[src/tcou_pkg.sv]
// Purpose: Shared constants, types and the input edge detector of the timer unit
// Assumes: Inputs synchronous to ref_clk
// Notes:   Package first, then the edge detector leaf module
package tcou_pkg;
  // ****************
  // Modes and edges
  // ****************
  localparam logic [1:0]  MODE_STOP      = 2'h0;
  localparam logic [1:0]  MODE_TRIG_CLR  = 2'h1;
  localparam logic [1:0]  MODE_FREE      = 2'h2;
  localparam logic [1:0]  MODE_MATCH_CLR = 2'h3;
  localparam logic [1:0]  EDGE_FALL      = 2'h0;
  localparam logic [1:0]  EDGE_RISE      = 2'h1;
  localparam logic [1:0]  EDGE_NONE      = 2'h2;
  localparam logic [1:0]  EDGE_BOTH      = 2'h3;
  // ****************
  // Counter values
  // ****************
  localparam int          CNT_W          = 16;
  localparam logic [15:0] CNT_ZERO       = 16'h0000;
  localparam logic [15:0] CNT_ONE        = 16'h0001;
  localparam logic [15:0] CNT_MAX        = 16'hFFFF;
  // ****************
  // Count clock
  // ****************
  localparam int          CLK_PERIOD_NS   = 10;
  localparam int          COUNT_PERIOD_NS = 100;
  localparam int          DIV_W           = 4;
  localparam logic [3:0]  DIV_LAST = 4'((COUNT_PERIOD_NS + CLK_PERIOD_NS - 1) / CLK_PERIOD_NS - 1);
  localparam logic [3:0]  DIV_ZERO = 4'h0;
  // ****************
  // Carriers
  // ****************
  typedef struct packed {
    logic capcomp_irq_a;
    logic capcomp_irq_b;
  } tcou_irq_s;
  typedef struct packed {
    logic valid;
    logic reverse;
  } tcou_edge_s;
endpackage

`timescale 1ns/1ps
module tcou_edge
  import tcou_pkg::*;
(
  // Clock and reset
  input  wire logic       ref_clk,
  input  wire logic       resetn,
  // Pin and selection
  input  wire logic       pin,
  input  wire logic [1:0] sel,
  // Detected edges
  output tcou_edge_s      edges
);
  logic prev_q;
  logic prev_d;
  logic rise;
  logic fall;

  always_comb begin
    prev_d        = pin;
    rise          = pin & ~prev_q;
    fall          = ~pin & prev_q;
    edges.valid   = 1'b0;
    edges.reverse = 1'b0;
    case (sel)
      EDGE_FALL: begin
        edges.valid   = fall;
        edges.reverse = rise;
      end
      EDGE_RISE: begin
        edges.valid   = rise;
        edges.reverse = fall;
      end
      EDGE_BOTH: begin
        edges.valid   = rise | fall;
      end
      default: begin
        edges.valid   = 1'b0;
      end
    endcase
  end

  always_ff @(posedge ref_clk or negedge resetn) begin
    if (!resetn) begin
      prev_q <= 1'b0;
    end else begin
      prev_q <= prev_d;
    end
  end
endmodule

[src/tcou_timer.sv]
// Purpose: 16-bit timer/event counter channel with two capture/compare registers and one-shot output
// Assumes: All inputs synchronous to ref_clk; control bits are plain ports
// Notes on behaviour
// RULE1 - Trigger edges do not restart during software one-shot
// RULE2 - Software never loads zero into compare registers
// RULE3 - Nonzero mode starts counting; zero mode stops
// RULE4 - Triggers during one-shot pulse are ignored
// RULE5 - External one-shot trigger only on channel zero
// RULE6 - Software follows output level setup sequence
// RULE7 - First match may slip one count clock
// RULE8 - Match-clear mode needs nonzero compare value
// RULE9 - Read colliding with capture returns undefined value
// RULE10 - Valid edge capture interrupts; reverse edge silent
// RULE11 - Software reads capture after its interrupt
// RULE12 - Registers undefined after stop
// RULE13 - Edge select changed only while stopped
// RULE14 - Partner waits for active level end
// RULE15 - Overflow flag on wrap or FFFF match clear
// RULE16 - Overflow clear ignored until count reaches one
// RULE17 - One-shot unavailable in match-clear mode
// RULE18 - No software trigger during pulse
// RULE19 - Counter wraps FFFF to zero per tick
`timescale 1ns/1ps
module tcou_timer
  import tcou_pkg::*;
#(
  parameter bit CHANNEL_ID = 1'b0
)
(
  // Clock and reset
  input  wire logic        ref_clk,
  input  wire logic        resetn,
  // Mode and edge control
  input  wire logic        mode_select_hi,
  input  wire logic        mode_select_lo,
  input  wire logic        edge_select_bit0,
  input  wire logic        edge_select_bit1,
  input  wire logic [1:0]  edge_select_b,
  input  wire logic        cap_mode_a,
  input  wire logic        cap_mode_b,
  // One-shot control
  input  wire logic        oneshot_en,
  input  wire logic        oneshot_sw_trigger,
  input  wire logic        output_level_set,
  input  wire logic        output_level_reset,
  // Register writes and reads
  input  wire logic        wr_a,
  input  wire logic        wr_b,
  input  wire logic [15:0] wr_data,
  input  wire logic        rd_a,
  input  wire logic        rd_b,
  input  wire logic        overflow_clear,
  // Pins
  input  wire logic        trigger_capture_input_a,
  input  wire logic        capture_input_b,
  // Status and outputs
  output logic [15:0]      count_value_reg,
  output logic [15:0]      rd_data,
  output logic             rd_ok,
  output logic             overflow_flag,
  output tcou_irq_s        irq,
  output logic             oneshot_out,
  output logic             oneshot_busy
);
  // ****************
  // Declarations
  // ****************
  logic [1:0]  mode;
  logic [3:0]  div_q, div_d;
  logic        tick;
  logic [15:0] cnt_q, cnt_d, cap_a_q, cap_a_d, cap_b_q, cap_b_d, rd_q, rd_d;
  logic        ovf_q, ovf_d, hold_q, hold_d, busy_q, busy_d, out_q, out_d, lvl_q, lvl_d;
  logic        rdok_q, rdok_d;
  tcou_irq_s   irq_q, irq_d;
  tcou_edge_s  ea, eb;
  logic        cap_a_evt, cap_b_evt, wrap_evt, os_ok, os_ext, os_start, pulse_end, trig_clr;

  assign mode = {mode_select_hi, mode_select_lo};

  tcou_edge u_edge_a (
    .ref_clk (ref_clk),
    .resetn  (resetn),
    .pin     (trigger_capture_input_a),
    .sel     ({edge_select_bit1, edge_select_bit0}),
    .edges   (ea)
  );
  tcou_edge u_edge_b (
    .ref_clk (ref_clk),
    .resetn  (resetn),
    .pin     (capture_input_b),
    .sel     (edge_select_b),
    .edges   (eb)
  );

  // ****************
  // Count clock divider
  // ****************
  // Free running, so the first tick after start lands anywhere in a period
  always_comb begin
    tick  = (div_q == DIV_LAST);                                    // see RULE7
    div_d = tick ? DIV_ZERO : 4'(div_q + 4'h1);
  end

  always_ff @(posedge ref_clk or negedge resetn) begin
    if (!resetn) begin
      div_q <= DIV_ZERO;
    end else begin
      div_q <= div_d;
    end
  end

  // ****************
  // Counter, capture, overflow, one-shot
  // ****************
  always_comb begin
    cnt_d     = cnt_q;
    cap_a_d   = cap_a_q;
    cap_b_d   = cap_b_q;
    ovf_d     = ovf_q;
    hold_d    = hold_q;
    busy_d    = busy_q;
    out_d     = out_q;
    lvl_d     = lvl_q;
    irq_d     = '0;
    rd_d      = rd_q;
    rdok_d    = rdok_q;
    wrap_evt  = 1'b0;
    pulse_end = 1'b0;
    // Reverse edge of pin a captures into a without an interrupt
    cap_a_evt = cap_mode_a && mode != MODE_STOP && (eb.valid || ea.reverse);  // see RULE10
    cap_b_evt = cap_mode_b && mode != MODE_STOP && ea.valid;
    os_ok     = oneshot_en && (mode == MODE_FREE || mode == MODE_TRIG_CLR);  // see RULE17
    os_ext    = os_ok && mode == MODE_TRIG_CLR && CHANNEL_ID == 1'b0 && ea.valid;  // see RULE5
    os_start  = !busy_q && (os_ext || (os_ok && oneshot_sw_trigger));   // see RULE4
    // Trigger edges clear the counter only while no one-shot pulse is running
    trig_clr  = mode == MODE_TRIG_CLR && ea.valid && !busy_q;         // see RULE1
    if (mode == MODE_STOP) begin
      // Capture registers are left as they are; a read here still sets rd_ok
      cnt_d  = CNT_ZERO;                                                  // see RULE12
      busy_d = 1'b0;
      hold_d = 1'b0;
      if (output_level_set) begin
        lvl_d = 1'b1;
      end else if (output_level_reset) begin
        lvl_d = 1'b0;
      end
      out_d = lvl_d;
    end else if (os_start || trig_clr) begin
      cnt_d  = CNT_ZERO;                                                  // see RULE3
      busy_d = os_start;
    end else if (tick) begin
      if (mode == MODE_MATCH_CLR && cnt_q == cap_a_q) begin
        // A zero compare clears on every tick, so one event never counts
        cnt_d    = CNT_ZERO;                                              // see RULE8
        wrap_evt = (cnt_q == CNT_MAX);                                    // see RULE15
      end else begin
        cnt_d    = 16'(cnt_q + CNT_ONE);                                  // see RULE19
        wrap_evt = (cnt_q == CNT_MAX);
      end
      if (!cap_mode_a && cnt_q == cap_a_q) begin
        irq_d.capcomp_irq_a = 1'b1;
      end
      if (!cap_mode_b && cnt_q == cap_b_q) begin
        irq_d.capcomp_irq_b = 1'b1;
      end
      if (busy_q && cnt_q == cap_b_q) begin
        out_d = ~lvl_q;
      end
      if (busy_q && cnt_q == cap_a_q) begin
        out_d     = lvl_q;
        busy_d    = 1'b0;
        pulse_end = 1'b1;
      end
    end
    if (wrap_evt) begin
      hold_d = 1'b1;
    end else if (cnt_d != CNT_ZERO) begin
      // Guard drops as the count steps to one, so a clear there works
      hold_d = 1'b0;
    end
    // Set wins over clear, and a clear before count one is void
    ovf_d = wrap_evt || (ovf_q && (!overflow_clear || hold_q));         // see RULE16
    if (cap_a_evt) begin
      cap_a_d             = cnt_q;
      irq_d.capcomp_irq_a = eb.valid;                                     // see RULE10
    end else if (wr_a && !cap_mode_a) begin
      cap_a_d = wr_data;
    end
    if (cap_b_evt) begin
      cap_b_d             = cnt_q;
      irq_d.capcomp_irq_b = 1'b1;
    end else if (wr_b && !cap_mode_b) begin
      cap_b_d = wr_data;
    end
    if (rd_a || rd_b) begin
      rd_d   = rd_a ? cap_a_q : cap_b_q;
      // Capture still happens; the colliding read is flagged unusable
      rdok_d = !((rd_a && cap_a_evt) || (!rd_a && cap_b_evt));          // see RULE9
    end
  end

  always_ff @(posedge ref_clk or negedge resetn) begin
    if (!resetn) begin
      cnt_q   <= CNT_ZERO;
      cap_a_q <= CNT_ZERO;
      cap_b_q <= CNT_ZERO;
      ovf_q   <= 1'b0;
      hold_q  <= 1'b0;
      busy_q  <= 1'b0;
      out_q   <= 1'b0;
      lvl_q   <= 1'b0;
      irq_q   <= '0;
      rd_q    <= CNT_ZERO;
      rdok_q  <= 1'b0;
    end else begin
      cnt_q   <= cnt_d;
      cap_a_q <= cap_a_d;
      cap_b_q <= cap_b_d;
      ovf_q   <= ovf_d;
      hold_q  <= hold_d;
      busy_q  <= busy_d;
      out_q   <= out_d;
      lvl_q   <= lvl_d;
      irq_q   <= irq_d;
      rd_q    <= rd_d;
      rdok_q  <= rdok_d;
    end
  end

  assign count_value_reg = cnt_q;
  assign rd_data         = rd_q;
  assign rd_ok           = rdok_q;
  assign overflow_flag   = ovf_q;
  assign irq             = irq_q;
  assign oneshot_out     = out_q;
  assign oneshot_busy    = busy_q;
endmodule
[config.mk]
export PLATFORM = sky130hd
export DESIGN_NAME = tcou_timer
export DESIGN_NICKNAME = d
export VERILOG_FILES = /design/src/tcou_pkg.sv /design/src/tcou_timer.sv
export SDC_FILE = /design/constraint.sdc
export NUM_CORES = 1
export LEC_CHECK = 0
export BUFFER_PORTS_ARGS = -buffer_cell sky130_fd_sc_hd__buf_2
export CAP_MARGIN = 15
export CORE_AREA = 3 3 98 100
export CTS_CLUSTER_SIZE = 28
export DETAILED_ROUTE_END_ITERATION = 6
export DIE_AREA = 0 0 101 103
export GPL_TIMING_DRIVEN = 0
export PLACE_DENSITY = 0.77
export SYNTH_ARGS = -nofsm -noshare
export SYNTH_HDL_FRONTEND = slang
export SYNTH_SLANG_ARGS = --single-unit
[constraint.sdc]
create_clock -name ref_clk -period 1.77 [get_ports ref_clk]
set_input_delay 0.2655 -clock ref_clk [delete_from_list [all_inputs] [get_ports ref_clk]]
set_output_delay 0.2655 -clock ref_clk [all_outputs]
set_load 0.03 [all_outputs]
# Word level (Yosys, flattened, before mapping)
# Index checks and enable logic that the tools add are counted.
# word_totals
reg_bits,78
in_bits,37
output_inout_bits,38
wordCells,126
# classes
add_sub_neg,2
eq_ne,12
mux,37
bitwise_logic,11
reduce_logical,49
# ops
op,count
two-way mux 16 bit,9
equality test 16 bit,2
logical AND 1 bit,21
two-way mux 1 bit,21
"adder 16 x 1 -> 16 bit, second input constant",1
"equality test 16 bit, second input constant",1
nonzero test 16 bit,1
nonzero test 3 bit,4
"equality test 2 bit, second input constant",4
logical OR 1 bit,8
nonzero test 2 bit,4
"equality test 2 x 1 -> 1 bit, second input constant",3
zero test 1 bit,6
zero test 2 bit,3
two-way mux 2 bit,3
one-hot mux 1 bit (3 select lines),2
NOT 1 bit,5
"adder 4 x 1 -> 4 bit, second input constant",1
AND 1 bit,4
"equality test 4 bit, second input constant",1
two-way mux 4 bit,1
AND reduction 3 bit,1
"inequality test 2 bit, second input constant",1
bitwise OR 1 bit,2
2 further kinds,2

# Logic depth before layout (Yosys ltp)
# logic_depth
depth_word,13
ltp_mapped,10
ltp_nobuf,8

# Cells and area by module
# From an unflattened synthesis, not the netlist that was laid out.
# unflattened
cells_unflattened,473
hier_area_um2,4454.3
# modules_own_cells
module,instances,cells_each,area_each_um2,seq_area_each_um2
tcou_timer,1,453,4271.6,1901.8
tcou_edge,2,10,91.3,25.0

# Least setup slack after synthesis
# No wires, ideal clock.
# synth_timing
path_kind,register to register
startpoint,reg cnt_q[0] (netlist: count_value_reg[0])
endpoint,reg hold_q
setup_time_ns,0.076
arrival_time_ns,1.871
required_ns,1.694
path_slack_ns,-0.177
path_stages_with_launch,8
n_path_buf,1
synth_period_minus_slack_ns,1.947
path_cell_list,dfrtp_1 buf_2 nand3_2 nor3_2 nand3_1 a2111oi_2 o2111ai_1 o21ai_1
# synth_via
elab_chain_cells,9
word_cells_on_any_way,15
cone_classes,1 x add/sub; 2 x eq/ne; 9 x mux; 3 x reduce/logical
# synth_lines
item,line,rtl
"start, declared",tcou_timer.sv:71,"logic [15:0] cnt_q, cnt_d, cap_a_q, cap_a_d, cap_b_q, cap_b_d, rd_q, rd_d;"
"start signal, assigned",tcou_timer.sv:216,cnt_q <= cnt_d;
"parallel branches: the longest is 9 deep, another holds adder 16 x 1 -> 16 bit",n/a,
"end signal, assigned",tcou_timer.sv:220,hold_q <= hold_d;
"end, declared",tcou_timer.sv:72,"logic ovf_q, ovf_d, hold_q, hold_d, busy_q, busy_d, out_q, out_d, lvl_q, lvl_d;"
# Several ways; the timed one is not identified.
# A chain may end at the register's enable or synchronous reset.

# Worst setup path in the final report
# layout_timing
startpoint,reg cnt_q[1] (netlist: count_value_reg[1])
endpoint,reg out_q (netlist: oneshot_out)
# layout_via
elab_chain_cells,6
word_cells_on_any_way,10
cone_classes,2 x eq/ne; 4 x mux; 4 x reduce/logical
# layout_lines
item,line,rtl
equality test 16 bit,tcou_timer.sv:169,if (busy_q && cnt_q == cap_a_q) begin
logical AND 1 bit,tcou_timer.sv:169,
two-way mux 1 bit,tcou_timer.sv:169,
two-way mux 1 bit,tcou_timer.sv:151,end else if (tick) begin
two-way mux 1 bit,tcou_timer.sv:148,end else if (os_start || trig_clr) begin
two-way mux 1 bit,tcou_timer.sv:137,if (mode == MODE_STOP) begin
"end signal, assigned",tcou_timer.sv:222,out_q <= out_d;
"end, declared",tcou_timer.sv:72,
# Parallel ways exist; a longest one is shown, timed or not. The select of a mux whose other input is x is not followed.

==> reports/metrics.yaml <==
drt:
  num_vias: 3971
  drc_errors: 2
  drt_wl_total_mm: 12.68
  detail_route.first_pass.iterations: 7
  drt_iter0_drc: 279
  viasPerCell: 5.755
  wl_per_cell_microns: 18.38
  drtAntennaViolNets: 0
critical_path:
  worstReg2RegEnd: "oneshot_out"
  required_ns: 2.01
  crit_path_end_kind: "flip-flop"
  cp_max_fo: 5
  r2r-start: "count_value_reg[1]"
  crit_type: "reg2reg"
  r2r_slack_ns: -0.26
  cp-start-kind: "flip-flop"
  worstPathArrival_ns: 2.26
  r2r_cells: 7
yosys:
  synth_cell_type_count: 52
  syn_area_per_cell_sq_um: 9.566
  yosysSeqAreaShare: 0.4436
  synthCells: 460
  ys_warn_count: 0
  synthFlopType: "dfrtp_1"
  async_reset_ff_frac: 1.000
  synth_nets: 505
  syn_area_sq_um: 4400
  ys_ff_latch: 78
  synth_edf_count: 0
outcome:
  status: "finished with violations"
  violations: "design-rule violations, negative setup slack"
power:
  ir_drop_v: 0.0003949
  p_leak_nw: 2.821
  cellPowerDensity_nw_per_um2: 745.6
floorplan:
  ios: 75
  die_w_microns: 101
  core_area_sq_um: 8763
  dieArea_sq_um: 10400
  rows: 34
  fp.dieH_microns: 103
  initial_core_util: 0.5021
global_route:
  grt_util_met3: 0.03180
  grtUsageTotal: 0.2334
  grt_max_degree: 57
  grt_pass1_vias: 3776
  grt_antenna_before_repair: 0
  grt_overflow: 0
  use_met1: 0.3165
  busiest_layer: "met2"
  grt_pass1_wl_mm: 18.91
  use_met2: 0.3782
job:
  max_cap_viol_count: 0
clocking:
  cts.clk_slew.worst_paths_ns: 0.08
  numCtsBuffers: 9
  cts.sinks: 78
  htree_levels: 3
  root_buffer: "clkbuf_8"
  cts_tree: "done"
  clock_path_buffers: 2
  insertion_delay_ns: 0.35
worst_hold_path:
  whs_path_depth: 1
  hold_path.class: "in2reg"
  worstHoldStart: "capture_input_b"
  whs_endpoint: "u_edge_b.prev_q"
timing:
  layout_setup_ws_ns: -0.2555
  clock.fmax_mhz: 493.7
  hold_viol_final: 0
  skew_ns: 0.008250
  rsz0062_at_grt: "true"
  fin_setup_tns_ns: -2.171
  timing.final.crit_share: 1.144
  fin_crit_ns: 2.026
  report.final.slew_viol_count: 0
  relSlewSlack: 0.5323
  worst_pin_slew_ns: 0.7015
  setup_viol: 31
cells_and_area:
  fill_cells: 657
  areaGrowthSynthToFinish_pct: 32.47
  finish.utilization: 0.6652
  diodes: 0
  final_nets: 622
  layout-drive-gt1-share: 0.4158
place:
  io_buffers: 72
  gp_congestion: 0.8913
  dp_hpwl_mm: 8.334
-- Yosys cell counts (3+ instances only) --
cell type | number | share of area
buf_6 | 7 | 0.018
nor2b_1 | 4 | 0.0057
nand2_1 | 98 | 0.084
xnor2_2 | 4 | 0.015
xor2_1 | 25 | 0.050
nand4_1 | 8 | 0.011
buf_2 | 15 | 0.017
a31oi_1 | 3 | 0.0043
mux2_2 | 3 | 0.0077
mux2i_1 | 22 | 0.050
and3_1 | 3 | 0.0043
a21oi_1 | 6 | 0.0068
nor2_1 | 24 | 0.020
nand3_1 | 9 | 0.010
a22oi_1 | 32 | 0.055
nor4_4 | 3 | 0.015
a22o_1 | 3 | 0.0060
xnor2_1 | 18 | 0.036
clkbuf_1 | 11 | 0.0094
inv_1 | 15 | 0.013
dfrtp_1 | 78 | 0.44
o21ai_0 | 20 | 0.023
nor4_1 | 5 | 0.0071
ha_1 | 8 | 0.023
-- through the flow --
step                worst slack, ns  cell area [sq um]  total power, mW  instances  hold WS [ns]
floorplan                  -0.08595               4483            2.670        460      -0.03009
global placement            -0.4352               4979            2.951        640        0.4061
detailed placement          -0.4952               5009            2.991        641        0.1871
CTS                         -0.1635               5483            4.259        670       0.04445
global route                -0.3472               5829            4.547        690       0.05343
finish                      -0.2555               5829            4.347        690       0.05669
-- placed cells by master (no fill, tap or decap), types with 8 or more instances in the layout --
cell / n
dfrtp_1: 63
dfrtp_2: 15
xnor2_2: 8
nand2_1: 81
nand2_2: 18
o21ai_0: 18
buf_6: 16
buf_2: 75
nor2_1: 8
inv_1: 15
xor2_1: 24
buf_4: 36
clkbuf_8: 11
mux2i_1: 21
clkbuf_1: 13
a22oi_1: 24
nor2_2: 12
a22oi_2: 8
nand4_1: 8
nand3_1: 8
xnor2_1: 12
-- final cells by class --
| type | count | area [sq um] | area share |
|---|---|---|---|
| multi-input combinational | 331 | 2529 | 0.4338 |
| sequential | 78 | 1971 | 0.3381 |
| timing repair buffer | 114 | 735.7 | 0.1262 |
| buffer | 28 | 231.5 | 0.03971 |
| clock buffer | 15 | 166.4 | 0.02855 |
| tap | 108 | 135.1 | 0.02318 |
| inverter | 15 | 56.30 | 0.009659 |
| clock inverter | 1 | 5.005 | 0.0008586 |
-- power breakdown --
part	internal, mW	leakage [nW]	switching (mW)	total (mW)
sequential	1.96	0.980	0.180	2.14
clock	0.588	0.0877	0.630	1.22
combinational	0.410	1.75	0.582	0.992
total	2.95	2.82	1.39	4.35
-- worst max-delay path by stage --
stage / startpoint / to / slack, ns
floorplan: count_value_reg[7] / oneshot_out / -0.09
global placement: trigger_capture_input_a / cap_b_q[11] / -0.44
detailed placement: trigger_capture_input_a / cap_b_q[11] / -0.50
CTS: count_value_reg[0] / oneshot_out / -0.16
global route: count_value_reg[0] / oneshot_out / -0.35
finish: count_value_reg[1] / oneshot_out / -0.26
-- routing by layer --
layer,share of wire,vias up
li1,-,1829
met1,0.42,1929
met2,0.48,176
met3,0.068,37
met4,0.032,0
met5,0,-
-- repair_timing --
action,4_1_cts,5_1_grt
setup buffers,17,22
setup endpoints to repair,55,49
pin swaps,22,20
hold buffers,1,0
gates cloned,1,1
endpoints found under the hold margin,22,0
resized for setup,46,55
-- critical path, cell delays in order, from the launching register on --
cell and delay [ns]:
dfrtp_2 0.43, buf_6 0.15, xor2_1 0.17, nor4_1 0.39, nand4_1 0.22, nand2b_1 0.15, a31oi_1 0.12, mux2_2 0.29
-- cell families (layout without fill, tap and decap cells) --
group / after synthesis / in the layout / synth area share
xor+xnor: 47 / 47 / 0.1004
fa+ha+maj: 8 / 8 / 0.02275
simple gates: 173 / 173 / 0.1928
buf+inv: 51 / 173 / 0.06141
compound gates: 78 / 78 / 0.1214
flops: 78 / 78 / 0.4436
mux: 25 / 25 / 0.05772
Power figures use the tool's default switching activity.
